## src/include/motor_uart_pkg.sv

```systemverilog
// constants, codes and carrier types for the motor serial command interpreter
package motor_uart_pkg;

    localparam int CLK_HZ = 20_000_000;
    localparam int BAUD_SIMPLE = 9600;
    localparam int BAUD_ADV = 19200;
    localparam logic [11:0] BIT_CYC_SIMPLE = 12'(CLK_HZ / BAUD_SIMPLE);
    localparam logic [11:0] BIT_CYC_ADV = 12'(CLK_HZ / BAUD_ADV);
    localparam int AUTOSTOP_SEC = 3;
    localparam int AUTOSTOP_CYC = CLK_HZ * AUTOSTOP_SEC;
    localparam logic [3:0] FRAME_LAST_BIT = 4'h9;

    localparam int NUM_SETTINGS = 10;
    localparam logic [13:0] SETTING_RESET = 14'h0000;
    localparam logic [13:0] FULL_MASK = 14'h3fff;
    localparam logic [13:0] LOW_MASK = 14'h007f;
    localparam logic [13:0] HIGH_MASK = 14'h3f80;
    localparam logic [6:0] CHK_MASK = 7'h7f;
    localparam logic [6:0] ADDR_RESET = 7'h00;
    localparam int ADDR_FLAG_BIT = 7;
    localparam int WRITE_FLAG_BIT = 6;

    // simple protocol command bytes
    localparam logic [7:0] S_WR_SPEED = 8'h80;
    localparam logic [7:0] S_WR_UNUSED = 8'h81;
    localparam logic [7:0] S_WR_DIR = 8'h8a;
    localparam logic [7:0] S_SAVE_LO = 8'ha0;
    localparam logic [7:0] S_SAVE_HI = 8'ha1;
    localparam logic [7:0] S_RD_FIRST = 8'hc0;
    localparam logic [7:0] S_RD_LAST_SET = 8'hc9;
    localparam logic [7:0] S_RD_CURRENT = 8'hca;
    localparam logic [7:0] S_RD_SUPPLY = 8'hcc;
    localparam logic [7:0] S_RD_SPEED_IN = 8'hcd;
    localparam logic [7:0] S_RD_HEATSINK = 8'hce;
    localparam logic [7:0] S_RD_BOARD = 8'hcf;
    localparam logic [7:0] S_RD_STAT_LO = 8'hd0;
    localparam logic [7:0] S_RD_STAT_HI = 8'hd1;
    localparam logic [7:0] S_RD_CFG1_LO = 8'hd2;
    localparam logic [7:0] S_RD_CFG1_HI = 8'hd3;
    localparam logic [7:0] S_RD_CFG2_LO = 8'hd4;
    localparam logic [7:0] S_RD_CFG2_HI = 8'hd5;
    localparam logic [7:0] S_RD_SW_VER = 8'hde;
    localparam logic [7:0] S_RD_HW_VER = 8'hdf;
    localparam logic [7:0] S_SERIAL_AUTO = 8'he0;
    localparam logic [7:0] S_SERIAL_HOLD = 8'he1;
    localparam logic [7:0] S_SERIAL_CANCEL = 8'he2;

    // advanced register codes, low six bits of the read or write command
    localparam logic [5:0] A_SPEED = 6'h00;
    localparam logic [5:0] A_HEATSINK = 6'h0a;
    localparam logic [5:0] A_BOARD = 6'h0b;
    localparam logic [5:0] A_SUPPLY = 6'h10;
    localparam logic [5:0] A_SPEED_IN = 6'h11;
    localparam logic [5:0] A_CURRENT = 6'h12;
    localparam logic [5:0] A_STATUS = 6'h30;
    localparam logic [5:0] A_LOCK = 6'h31;
    localparam logic [5:0] A_SAVE1 = 6'h32;
    localparam logic [5:0] A_SAVE2 = 6'h33;
    localparam logic [5:0] A_CFG1 = 6'h34;
    localparam logic [5:0] A_CFG2 = 6'h35;
    localparam logic [5:0] A_ADDR = 6'h3c;
    localparam logic [5:0] A_CAL = 6'h3d;
    localparam logic [5:0] A_SW_VER = 6'h3e;
    localparam logic [5:0] A_HW_VER = 6'h3f;

    localparam logic [1:0] DIR_STOP = 2'h0;
    localparam logic [1:0] DIR_FWD = 2'h1;
    localparam logic [1:0] DIR_REGEN = 2'h3;

    typedef struct packed {
        logic [13:0] current;
        logic [13:0] supply;
        logic [13:0] speed_in;
        logic [13:0] heatsink_temp;
        logic [13:0] board_temp;
        logic [13:0] status;
    } measurements_s;

    typedef struct packed {
        logic [NUM_SETTINGS-1:0][13:0] setting;
        logic [1:0] dir;
        logic [13:0] lock;
        logic [13:0] save1;
        logic [13:0] save2;
        logic [13:0] cfg1;
        logic [13:0] cfg2;
        logic [13:0] cal;
        logic serial_ctrl;
        logic autostop_on;
    } control_s;

endpackage
```

## src/hdl/motor_uart_command_interpreter.sv

```systemverilog
// serial command interpreter for the brushed motor controller, simple and addressed protocols
`timescale 1ns/10ps
// Notes on behaviour
// - switch 4 on selects simple protocol
// - simple protocol runs at 9600 baud
// - advanced protocol runs at 19200 baud
// - frames: start, eight data, stop, no parity
// - one read command, device answers one byte
// - 0x80, 0x82-0x89 load seven-bit settings
// - 0xC0, 0xC2-0xC9 read those settings back
// - 0x8A sets stop, forward or regen
// - 0xE0 serial control, stop after 3 s
// - 0xE1 serial control, speed holds forever
// - 0xE2 returns control to potentiometers
// - 0xCA-0xD5 return measurements and bit words; 0xCB is not decoded here and gets no answer
// - advanced: accept only own address, else standby
// - stay active until foreign address arrives
// - address bytes top bit one, others zero
// - write check is seven-bit sum, verified
// - reply address, or address with 0x80 on error
// - two-byte read, three-byte answer
// - answer check is seven-bit sum
// - 0xA0/0xA1 write saving bit halves
// - fourteen-bit values split seven high, seven low
// - address set by 0x7C, resets to zero
module motor_uart_command_interpreter #(
    parameter int AUTOSTOP_CYCLES = motor_uart_pkg::AUTOSTOP_CYC,
    parameter logic [11:0] BIT_CYCLES_SIMPLE = motor_uart_pkg::BIT_CYC_SIMPLE, // clocks per bit, may be scaled
    parameter logic [11:0] BIT_CYCLES_ADV = motor_uart_pkg::BIT_CYC_ADV,
    parameter logic [13:0] SW_VERSION = 14'h0011, // arbitrary value
    parameter logic [13:0] HW_VERSION = 14'h0022 // arbitrary value
) (
    input wire logic clk_sys,
    input wire logic rst,
    input wire logic simple_mode,
    input wire logic rx,
    input wire motor_uart_pkg::measurements_s meas,
    output logic tx,
    output motor_uart_pkg::control_s ctrl,
    output logic slave_active,
    output logic autostop_tripped,
    output logic check_error
);
    import motor_uart_pkg::*;

    typedef enum logic [2:0] {
        ST_IDLE,
        ST_SDATA,
        ST_ACMD,
        ST_AD1,
        ST_AD2,
        ST_ACHK
    } proto_state_e;

    proto_state_e state;
    proto_state_e next_state;
    logic mode_q;
    logic [7:0] cmd;
    logic [6:0] d1;
    logic [6:0] d2;
    logic [6:0] own_addr;
    logic [11:0] bit_cycles;
    logic rx_valid;
    logic [7:0] rx_data;
    logic tx_start;
    logic [7:0] tx_data;
    logic tx_ready;
    logic [13:0] setting [NUM_SETTINGS];
    logic [1:0] dir;
    logic [13:0] lock;
    logic [13:0] save1;
    logic [13:0] save2;
    logic [13:0] cfg1;
    logic [13:0] cfg2;
    logic [13:0] cal;
    logic serial_ctrl;
    logic autostop_on;
    logic [31:0] stop_cnt;
    logic wr_en;
    logic [5:0] wr_code;
    logic [13:0] wr_data;
    logic [13:0] wr_mask;
    logic dir_we;
    logic sc_auto;
    logic sc_hold;
    logic sc_cancel;
    logic addr_seen;
    logic addr_match;
    logic chk_bad;
    logic [1:0] load_n;
    logic [7:0] load_b0;
    logic [7:0] load_b1;
    logic [7:0] load_b2;
    logic [7:0] tx_q [3];
    logic [1:0] tx_cnt;
    logic [5:0] rd_code;
    logic rd_high;
    logic [13:0] rd_word;
    logic [7:0] srd;

    // seven-bit additive check shared by write verification and read answers
    function automatic logic [6:0] chk7(input logic [7:0] a, input logic [7:0] b, input logic [7:0] c);
        logic [7:0] sum;
        sum = 8'(a + b + c);
        return sum[6:0] & CHK_MASK;
    endfunction

    function automatic logic is_simple_write(input logic [7:0] b);
        return (b >= S_WR_SPEED && b <= S_WR_DIR && b != S_WR_UNUSED) || b == S_SAVE_LO || b == S_SAVE_HI;
    endfunction

    // maps a simple read command to {valid, high half, register code}
    function automatic logic [7:0] simple_read_map(input logic [7:0] b);
        logic [7:0] m;
        m = 8'h00;
        if (b >= S_RD_FIRST && b <= S_RD_LAST_SET && b != (S_RD_FIRST + 8'h01)) begin
            m = {2'b10, 2'b00, b[3:0]};
        end else begin
            unique case (b)
                S_RD_CURRENT: m = {2'b11, A_CURRENT};
                S_RD_SUPPLY: m = {2'b11, A_SUPPLY};
                S_RD_SPEED_IN: m = {2'b11, A_SPEED_IN};
                S_RD_HEATSINK: m = {2'b10, A_HEATSINK};
                S_RD_BOARD: m = {2'b10, A_BOARD};
                S_RD_STAT_LO: m = {2'b10, A_STATUS};
                S_RD_STAT_HI: m = {2'b11, A_STATUS};
                S_RD_CFG1_LO: m = {2'b10, A_CFG1};
                S_RD_CFG1_HI: m = {2'b11, A_CFG1};
                S_RD_CFG2_LO: m = {2'b10, A_CFG2};
                S_RD_CFG2_HI: m = {2'b11, A_CFG2};
                S_RD_SW_VER: m = {2'b10, A_SW_VER};
                S_RD_HW_VER: m = {2'b10, A_HW_VER};
                default: m = 8'h00;
            endcase
        end
        return m;
    endfunction

    assign bit_cycles = simple_mode ? BIT_CYCLES_SIMPLE : BIT_CYCLES_ADV;

    serial_port u_port (
        .clk_sys(clk_sys),
        .rst(rst),
        .bit_cycles(bit_cycles),
        .rx(rx),
        .rx_valid(rx_valid),
        .rx_data(rx_data),
        .tx_start(tx_start),
        .tx_data(tx_data),
        .tx_ready(tx_ready),
        .tx(tx)
    );

    assign srd = simple_read_map(rx_data);
    assign rd_code = simple_mode ? srd[5:0] : rx_data[5:0];
    assign rd_high = simple_mode && srd[6];

    always_comb begin
        unique case (rd_code)
            A_HEATSINK: rd_word = meas.heatsink_temp;
            A_BOARD: rd_word = meas.board_temp;
            A_SUPPLY: rd_word = meas.supply;
            A_SPEED_IN: rd_word = meas.speed_in;
            A_CURRENT: rd_word = meas.current;
            A_STATUS: rd_word = meas.status;
            A_LOCK: rd_word = lock;
            A_SAVE1: rd_word = save1;
            A_SAVE2: rd_word = save2;
            A_CFG1: rd_word = cfg1;
            A_CFG2: rd_word = cfg2;
            A_SW_VER: rd_word = SW_VERSION;
            A_HW_VER: rd_word = HW_VERSION;
            default: rd_word = (rd_code < 6'(NUM_SETTINGS)) ? setting[rd_code[3:0]] : 14'h0000;
        endcase
    end

    assign addr_seen = rx_valid && rx_data[ADDR_FLAG_BIT];
    assign addr_match = rx_data[6:0] == own_addr;
    assign chk_bad = chk7(cmd, {1'b0, d1}, {1'b0, d2}) != rx_data[6:0];

    // decodes each received byte against the protocol position
    always_comb begin
        next_state = state;
        wr_en = 1'b0;
        wr_code = 6'h00;
        wr_data = 14'h0000;
        wr_mask = FULL_MASK;
        dir_we = 1'b0;
        sc_auto = 1'b0;
        sc_hold = 1'b0;
        sc_cancel = 1'b0;
        load_n = 2'd0;
        load_b0 = 8'h00;
        load_b1 = 8'h00;
        load_b2 = 8'h00;
        if (!rx_valid) begin
            next_state = state;
        end else if (simple_mode) begin
            if (state == ST_SDATA && !rx_data[7]) begin
                next_state = ST_IDLE;
                wr_en = cmd != S_WR_DIR;
                wr_code = {2'b00, cmd[3:0]};
                wr_data = {7'h00, rx_data[6:0]};
                dir_we = cmd == S_WR_DIR;
                if (cmd == S_SAVE_LO) begin
                    wr_code = A_SAVE1;
                    wr_mask = LOW_MASK;
                end else if (cmd == S_SAVE_HI) begin
                    wr_code = A_SAVE1;
                    wr_data = {rx_data[6:0], 7'h00};
                    wr_mask = HIGH_MASK;
                end
            end else if (rx_data[7]) begin
                // a command byte always restarts, so a lost data byte cannot shift later pairs
                next_state = is_simple_write(rx_data) ? ST_SDATA : ST_IDLE;
                sc_auto = rx_data == S_SERIAL_AUTO;
                sc_hold = rx_data == S_SERIAL_HOLD;
                sc_cancel = rx_data == S_SERIAL_CANCEL;
                if (srd[7]) begin
                    load_n = 2'd1;
                    load_b0 = {1'b0, rd_high ? rd_word[13:7] : rd_word[6:0]};
                end
            end
        end else if (addr_seen) begin
            next_state = addr_match ? ST_ACMD : ST_IDLE;
        end else begin
            unique case (state)
                ST_IDLE: next_state = ST_IDLE;
                ST_SDATA: next_state = ST_IDLE;
                ST_ACMD: begin
                    if (rx_data[WRITE_FLAG_BIT]) begin
                        next_state = ST_AD1;
                    end else begin
                        next_state = ST_IDLE;
                        load_n = 2'd3;
                        load_b0 = {1'b0, rd_word[13:7]};
                        load_b1 = {1'b0, rd_word[6:0]};
                        load_b2 = {1'b0, chk7(rx_data, {1'b0, rd_word[13:7]}, {1'b0, rd_word[6:0]})};
                    end
                end
                ST_AD1: next_state = ST_AD2;
                ST_AD2: next_state = ST_ACHK;
                ST_ACHK: begin
                    next_state = ST_IDLE;
                    wr_en = !chk_bad;
                    wr_code = cmd[5:0];
                    wr_data = {d1, d2};
                    load_n = 2'd1;
                    load_b0 = {chk_bad, own_addr};
                end
            endcase
        end
    end

    always_ff @(posedge clk_sys or posedge rst) begin
        if (rst) begin
            state <= ST_IDLE;
            mode_q <= 1'b0;
            cmd <= 8'h00;
            d1 <= 7'h00;
            d2 <= 7'h00;
        end else begin
            mode_q <= simple_mode;
            // a mode switch drops any half-received transaction
            state <= (mode_q != simple_mode) ? ST_IDLE : next_state;
            if (rx_valid && (state == ST_IDLE || state == ST_ACMD || rx_data[7])) begin
                cmd <= rx_data;
            end
            if (rx_valid && state == ST_AD1) begin
                d1 <= rx_data[6:0];
            end
            if (rx_valid && state == ST_AD2) begin
                d2 <= rx_data[6:0];
            end
        end
    end

    always_ff @(posedge clk_sys or posedge rst) begin
        if (rst) begin
            slave_active <= 1'b0;
            check_error <= 1'b0;
        end else begin
            check_error <= rx_valid && !simple_mode && !addr_seen && state == ST_ACHK && chk_bad;
            if (simple_mode) begin
                slave_active <= 1'b0;
            end else if (addr_seen) begin
                slave_active <= addr_match;
            end
        end
    end

    for (genvar i = 0; i < NUM_SETTINGS; i++) begin : g_set
        always_ff @(posedge clk_sys or posedge rst) begin
            if (rst) begin
                setting[i] <= SETTING_RESET;
            end else if (wr_en && wr_code == 6'(i)) begin
                setting[i] <= (setting[i] & ~wr_mask) | (wr_data & wr_mask);
            end
        end
        assign ctrl.setting[i] = setting[i];
    end

    always_ff @(posedge clk_sys or posedge rst) begin
        if (rst) begin
            lock <= 14'h0000;
            save1 <= 14'h0000;
            save2 <= 14'h0000;
            cfg1 <= 14'h0000;
            cfg2 <= 14'h0000;
            cal <= 14'h0000;
            own_addr <= ADDR_RESET;
        end else if (wr_en) begin
            unique case (wr_code)
                A_LOCK: lock <= wr_data;
                A_SAVE1: save1 <= (save1 & ~wr_mask) | (wr_data & wr_mask);
                A_SAVE2: save2 <= wr_data;
                A_CFG1: cfg1 <= wr_data;
                A_CFG2: cfg2 <= wr_data;
                A_CAL: cal <= wr_data;
                A_ADDR: own_addr <= wr_data[6:0];
                default: lock <= lock;
            endcase
        end
    end

    // serial control and autostop; a speed write restarts the window
    always_ff @(posedge clk_sys or posedge rst) begin
        if (rst) begin
            serial_ctrl <= 1'b0;
            autostop_on <= 1'b0;
            stop_cnt <= 32'h0000_0000;
            autostop_tripped <= 1'b0;
            dir <= DIR_STOP;
        end else begin
            if (sc_auto || sc_hold) begin
                serial_ctrl <= 1'b1;
                autostop_on <= sc_auto;
            end else if (sc_cancel) begin
                serial_ctrl <= 1'b0;
                autostop_on <= 1'b0;
            end
            if (sc_auto || sc_hold || sc_cancel || (wr_en && wr_code == A_SPEED)) begin
                stop_cnt <= 32'h0000_0000;
                autostop_tripped <= 1'b0;
            end else if (serial_ctrl && autostop_on && !autostop_tripped) begin
                if (stop_cnt == 32'(AUTOSTOP_CYCLES - 1)) begin
                    autostop_tripped <= 1'b1;
                end else begin
                    stop_cnt <= stop_cnt + 32'h0000_0001;
                end
            end
            // a restart in the expiry cycle wins, matching the trip flag
            if (serial_ctrl && autostop_on && !autostop_tripped && stop_cnt == 32'(AUTOSTOP_CYCLES - 1)
                && !sc_auto && !sc_hold && !sc_cancel && !(wr_en && wr_code == A_SPEED)) begin
                dir <= DIR_STOP;
            end else if (dir_we && (rx_data[6:0] == 7'(DIR_STOP) || rx_data[6:0] == 7'(DIR_FWD)
                         || rx_data[6:0] == 7'(DIR_REGEN))) begin
                dir <= rx_data[1:0];
            end
        end
    end

    assign ctrl.dir = dir;
    assign ctrl.lock = lock;
    assign ctrl.save1 = save1;
    assign ctrl.save2 = save2;
    assign ctrl.cfg1 = cfg1;
    assign ctrl.cfg2 = cfg2;
    assign ctrl.cal = cal;
    assign ctrl.serial_ctrl = serial_ctrl;
    assign ctrl.autostop_on = autostop_on;

    // reply queue; a new reply replaces one still pending, the host paces itself on replies
    always_ff @(posedge clk_sys or posedge rst) begin
        if (rst) begin
            tx_q[0] <= 8'h00;
            tx_q[1] <= 8'h00;
            tx_q[2] <= 8'h00;
            tx_cnt <= 2'd0;
            tx_start <= 1'b0;
            tx_data <= 8'h00;
        end else if (load_n != 2'd0) begin
            tx_q[0] <= load_b0;
            tx_q[1] <= load_b1;
            tx_q[2] <= load_b2;
            tx_cnt <= load_n;
            tx_start <= 1'b0;
        end else if (tx_ready && !tx_start && tx_cnt != 2'd0) begin
            tx_start <= 1'b1;
            tx_data <= tx_q[0];
            tx_q[0] <= tx_q[1];
            tx_q[1] <= tx_q[2];
            tx_cnt <= tx_cnt - 2'd1;
        end else begin
            tx_start <= 1'b0;
        end
    end
endmodule

```

## src/hdl/serial_port.sv

```systemverilog
// one-start, eight-data, one-stop serial receiver and transmitter
`timescale 1ns/10ps
module serial_port (
    input wire logic clk_sys,
    input wire logic rst,
    input wire logic [11:0] bit_cycles,
    input wire logic rx,
    output logic rx_valid,
    output logic [7:0] rx_data,
    input wire logic tx_start,
    input wire logic [7:0] tx_data,
    output logic tx_ready,
    output logic tx
);
    import motor_uart_pkg::*;

    logic rx_busy;
    logic [11:0] rx_cnt;
    logic [3:0] rx_bit;
    logic tx_busy;
    logic [11:0] tx_cnt;
    logic [3:0] tx_bit;
    logic [8:0] tx_frame;

    // receiver samples mid-bit; a start bit that is high again at mid-bit is a glitch
    always_ff @(posedge clk_sys or posedge rst) begin
        if (rst) begin
            rx_busy <= 1'b0;
            rx_cnt <= 12'h000;
            rx_bit <= 4'h0;
            rx_data <= 8'h00;
            rx_valid <= 1'b0;
        end else begin
            rx_valid <= 1'b0;
            if (!rx_busy) begin
                if (!rx) begin
                    rx_busy <= 1'b1;
                    rx_cnt <= bit_cycles >> 1;
                    rx_bit <= 4'h0;
                end
            end else if (rx_cnt != 12'h000) begin
                rx_cnt <= rx_cnt - 12'h001;
            end else begin
                rx_cnt <= bit_cycles - 12'h001;
                rx_bit <= rx_bit + 4'h1;
                if (rx_bit == 4'h0) begin
                    rx_busy <= !rx;
                end else if (rx_bit == FRAME_LAST_BIT) begin
                    rx_busy <= 1'b0;
                    rx_valid <= rx;
                end else begin
                    rx_data <= {rx, rx_data[7:1]};
                end
            end
        end
    end

    always_ff @(posedge clk_sys or posedge rst) begin
        if (rst) begin
            tx_busy <= 1'b0;
            tx_cnt <= 12'h000;
            tx_bit <= 4'h0;
            tx_frame <= 9'h1ff;
            tx <= 1'b1;
        end else if (!tx_busy) begin
            if (tx_start) begin
                tx_busy <= 1'b1;
                tx_frame <= {1'b1, tx_data};
                tx <= 1'b0;
                tx_cnt <= bit_cycles - 12'h001;
                tx_bit <= 4'h0;
            end
        end else if (tx_cnt != 12'h000) begin
            tx_cnt <= tx_cnt - 12'h001;
        end else if (tx_bit == FRAME_LAST_BIT) begin
            tx_busy <= 1'b0;
        end else begin
            tx <= tx_frame[0];
            tx_frame <= {1'b1, tx_frame[8:1]};
            tx_bit <= tx_bit + 4'h1;
            tx_cnt <= bit_cycles - 12'h001;
        end
    end

    assign tx_ready = !tx_busy;
endmodule

```

## config.mk

```make
export PLATFORM = sky130hd
export DESIGN_NAME = motor_uart_command_interpreter
export DESIGN_NICKNAME = d
export VERILOG_FILES = /design/src/include/motor_uart_pkg.sv /design/src/hdl/motor_uart_command_interpreter.sv /design/src/hdl/serial_port.sv
export SDC_FILE = /design/constraint.sdc
export NUM_CORES = 1
export LEC_CHECK = 0
export BUFFER_PORTS_ARGS = -buffer_cell sky130_fd_sc_hd__clkbuf_2
export CELL_PAD_IN_SITES_DETAIL_PLACEMENT = 1
export CELL_PAD_IN_SITES_GLOBAL_PLACEMENT = 2
export CORE_ASPECT_RATIO = 1.1
export CORE_MARGIN = 3
export CORE_UTILIZATION = 40
export DETAILED_ROUTE_END_ITERATION = 8
export GPL_TIMING_DRIVEN = 0
export PLACE_DENSITY_LB_ADDON = 0.1
export SKIP_LAST_GASP = 1
export SYNTH_ARGS = -nofsm -noshare
export SYNTH_HDL_FRONTEND = slang
export SYNTH_HIERARCHICAL = 1
export SYNTH_SLANG_ARGS = --single-unit
```

## constraint.sdc

```tcl
create_clock -name clk_sys -period 22.8 [get_ports clk_sys]
set_clock_uncertainty 0.15 [all_clocks]
set_input_delay 2.28 -clock clk_sys [delete_from_list [all_inputs] [get_ports clk_sys]]
set_output_delay 2.28 -clock clk_sys [all_outputs]
set_load 0.005 [all_outputs]
```

==> flow_metrics.py <==
metrics = {
    "logic_synthesis": {
        "synth.distinct_cells": 104,
        "synth_edf_count": 0,
        "syn_avg_cell_area_um2": 10.5,
        "synthCells": 1994,
        "async_flop_share_pct": 100,
        "synth_ff_type": "dfrtp_1",
        "yosysTopAreaCellShare_pct": 44.4,
        "yosys_warnings": 6,
        "synth_area_um2": 21000,
        "ys_seq_elements": 381,
        "synth_top_cell_by_area": "dfrtp_1",
        "ys_top_cells_by_area": "dfrtp_1, mux2_2, nand2_1, mux2i_1, o21ai_0",
        "ys_seq_area_share_pct": 45.5,
    },
    "clock_tree": {
        "cts_resized": 0,
        "clockRootBuffer": "clkbuf_16",
        "cts_htree_levels": 2,
        "clk_latency_ns": 0.61,
        "cts_buffers": 45,
        "cts_hold_buf": 0,
        "cts_tree": "done",
        "clkSinkCount": 381,
        "clockBufferDepth": 3,
        "path_clk_slew_ns": 0.05,
        "post_cts_buffers": 0,
    },
    "worst_hold_path": {
        "hold_class": "flop to flop",
    },
    "outcome": {
        "status": "finished, final reports clean",
    },
    "die": {
        "core-area_um2": 51500,
        "rows": 87,
        "initial_core_util_pct": 40.7,
        "fp.dieW_um": 224,
        "die_area_um2": 55200,
        "die_h_um": 246,
        "io_pins": 320,
    },
    "global_route": {
        "grt_pass1_wl_um": 137000,
        "gr-usage-all-layers_pct": 34.1,
        "gr-total-overflow": 0,
        "grt_max_degree": 127,
        "antenna_found_initial": 4,
        "grt_pass1_vias": 19600,
    },
    "power": {
        "powerDensity_nw_per_um2": 64.9,
        "ir_drop_mv": 0.0494,
        "finalPower_mw": 1.63,
        "p_leak_nw": 12.3,
    },
    "layout": {
        "n_fill_cell": 5814,
        "post-route-util_pct": 48.8,
        "fin_nets": 2518,
        "area_growth_pct": 19.9,
        "final_cell_area_um2": 25100,
        "final_common_cell": "dfrtp_1",
        "final_cells": 3095,
        "mostFrequentLayoutCells": "dfrtp_1, clkbuf_2, nand2_1",
        "layout-drive-gt1-share_pct": 29.7,
    },
    "detailed_routing": {
        "vias_per_cell": 6.03,
        "antenna_left": 0,
        "drt-initial-drc-count": 1452,
        "firstDrtPassIters": 5,
        "wl_per_cell_um": 30.7,
        "drcViolationCount": 0,
        "drt-total-wl_um": 95000,
        "dr_total_vias": 18700,
    },
    "setup_path": {
        "critPathLaunchType": "input pin",
        "worstPathRequired_ns": 23.10,
        "cp_max_fo": 18,
        "critPathSlowestCell": "clkinv_1",
        "worstPathCellList": "clkbuf_2, clkinv_1, o21ai_0, buf_2, nand2_1, a21oi_1, clkbuf_1, nand4_1, o211ai_1, a211oi_2, fa_1, inv_1, ha_1, a21o_1, a21o_1, a21o_1, a21oi_1, xnor2_1, xnor2_1, o21ai_1",
        "path_class": "input pin to flop",
        "critical_path_arrival_ns": 8.59,
        "max_stage_delay_ns": 0.73,
        "critPathMostFrequentCell": "a21o_1",
        "timing.critical_path.to_type": "flop",
    },
    "sta": {
        "drv_slew": 0,
        "grt_setup_unrepaired": "no",
        "period_share_pct": 36.4,
        "tightest_slew_ns": 1.30,
        "holdWs_ns": 0.339,
        "fin_setup_tns_ns": 0,
        "setup_viol": 0,
        "layout_setup_ws_ns": 14.50,
        "finalHoldViolCount": 0,
        "relSlewSlack_pct": 13.0,
        "period_minus_slack_ns": 8.30,
        "timing.fmax_mhz": 121,
    },
    "placement": {
        "place.gp.congestion": 0.947,
        "io_buffers": 319,
        "placed_cells": 3012,
        "dp_hpwl_um": 71800,
        "placed_area_um2": 23600,
        "dp_slack_ns": 14.01,
    },
    "job": {
        "maxCapViolCount": 0,
    },
}
synthesized netlist by cell type, types with 7 or more instances:
cell type,number
nor3_1,20
a21oi_1,55
nand4_1,29
and3_1,14
mux2_2,184
a21o_1,17
a21oi_2,8
xnor2_1,47
fa_1,14
dfrtp_1,372
xor2_1,34
o211ai_1,7
o21ai_0,101
and4_1,8
ha_1,23
mux2_4,7
o32ai_1,7
clkbuf_1,61
dfstp_2,9
a22oi_1,21
o21ai_1,12
nand3_1,58
nor4b_1,10
a221oi_1,19
nor4_1,10
buf_2,45
nand2b_1,9
and2_1,18
nor2b_1,17
a211oi_1,10
mux2i_1,70
mux2_1,44
buf_4,13
a32oi_1,10
nor2_1,122
a31oi_1,16
nand2_1,238
inv_1,38
a22o_1,25
cells by family after synthesis:
logic type,Yosys count,synth area share [%]
multiplexers,306,16.2
AO/OA/AOI/OAI,399,13.5
XOR/XNOR,81,3.38
other,2,0.0358
adder cells (fa/ha/maj),37,2.71
AND/OR/NAND/NOR,616,14.8
buffers and inverters,172,3.80
flip-flops,381,45.5
worst paths after layout:
kind,startpoint,endpoint,slack [ns],depth (start not counted)
worst max-delay path,simple_mode,tx_q[6],14.50,20
worst min-delay path,u_port/rx_data[0],u_port/rx_data[0],0.34,1
worst max register to register,u_port/rx_data[3],tx_q[6],15.96,20
worst min register to register,u_port/rx_data[0],u_port/rx_data[0],0.34,1
max in group asynchronous,rst,cfg1[2],19.52,3
min in group asynchronous,rst,u_port/tx_bit[0],1.61,2
critical path: cells and delay by family:
family | cells | cell delay, ns
and+or+nand+nor | 2 | 1.01
AOI/OAI and AO/OA | 9 | 1.96
adders and majority gates | 2 | 0.74
buffers and inverters | 5 | 2.21
xor gates and xnor gates | 2 | 0.34
layout make-up:
class,count,area [um2],area share [%]
plain buffers,130,638,2.54
clock inverters,16,233,0.926
clock buffers,62,1290,5.13
inverters,42,165,0.657
well taps,667,835,3.32
diodes,4,10.0,0.0398
flip-flops and latches,381,9550,38.0
repair buffers,323,1680,6.68
multi-input cells,1470,10700,42.7
layer usage:
metal / GRT usage, % / up-vias / part of all wire (%)
met1: 42.1 / 9664 / 39
li1: - / 8006 / -
met5: 0 / - / 0.015
met3: 9.41 / 205 / 8.5
met2: 55.9 / 779 / 47
met4: 15.1 / 2 / 5.1
power breakdown:
part           total (mW)  leakage, nW  internal (mW)  switching [mW]
clock network       0.761        0.748          0.452           0.309
logic               0.127         6.50         0.0540          0.0733
registers           0.741         5.03          0.705          0.0360
total                1.63         12.3           1.21           0.419
No activity file was read; power rests on OpenSTA's default activity.
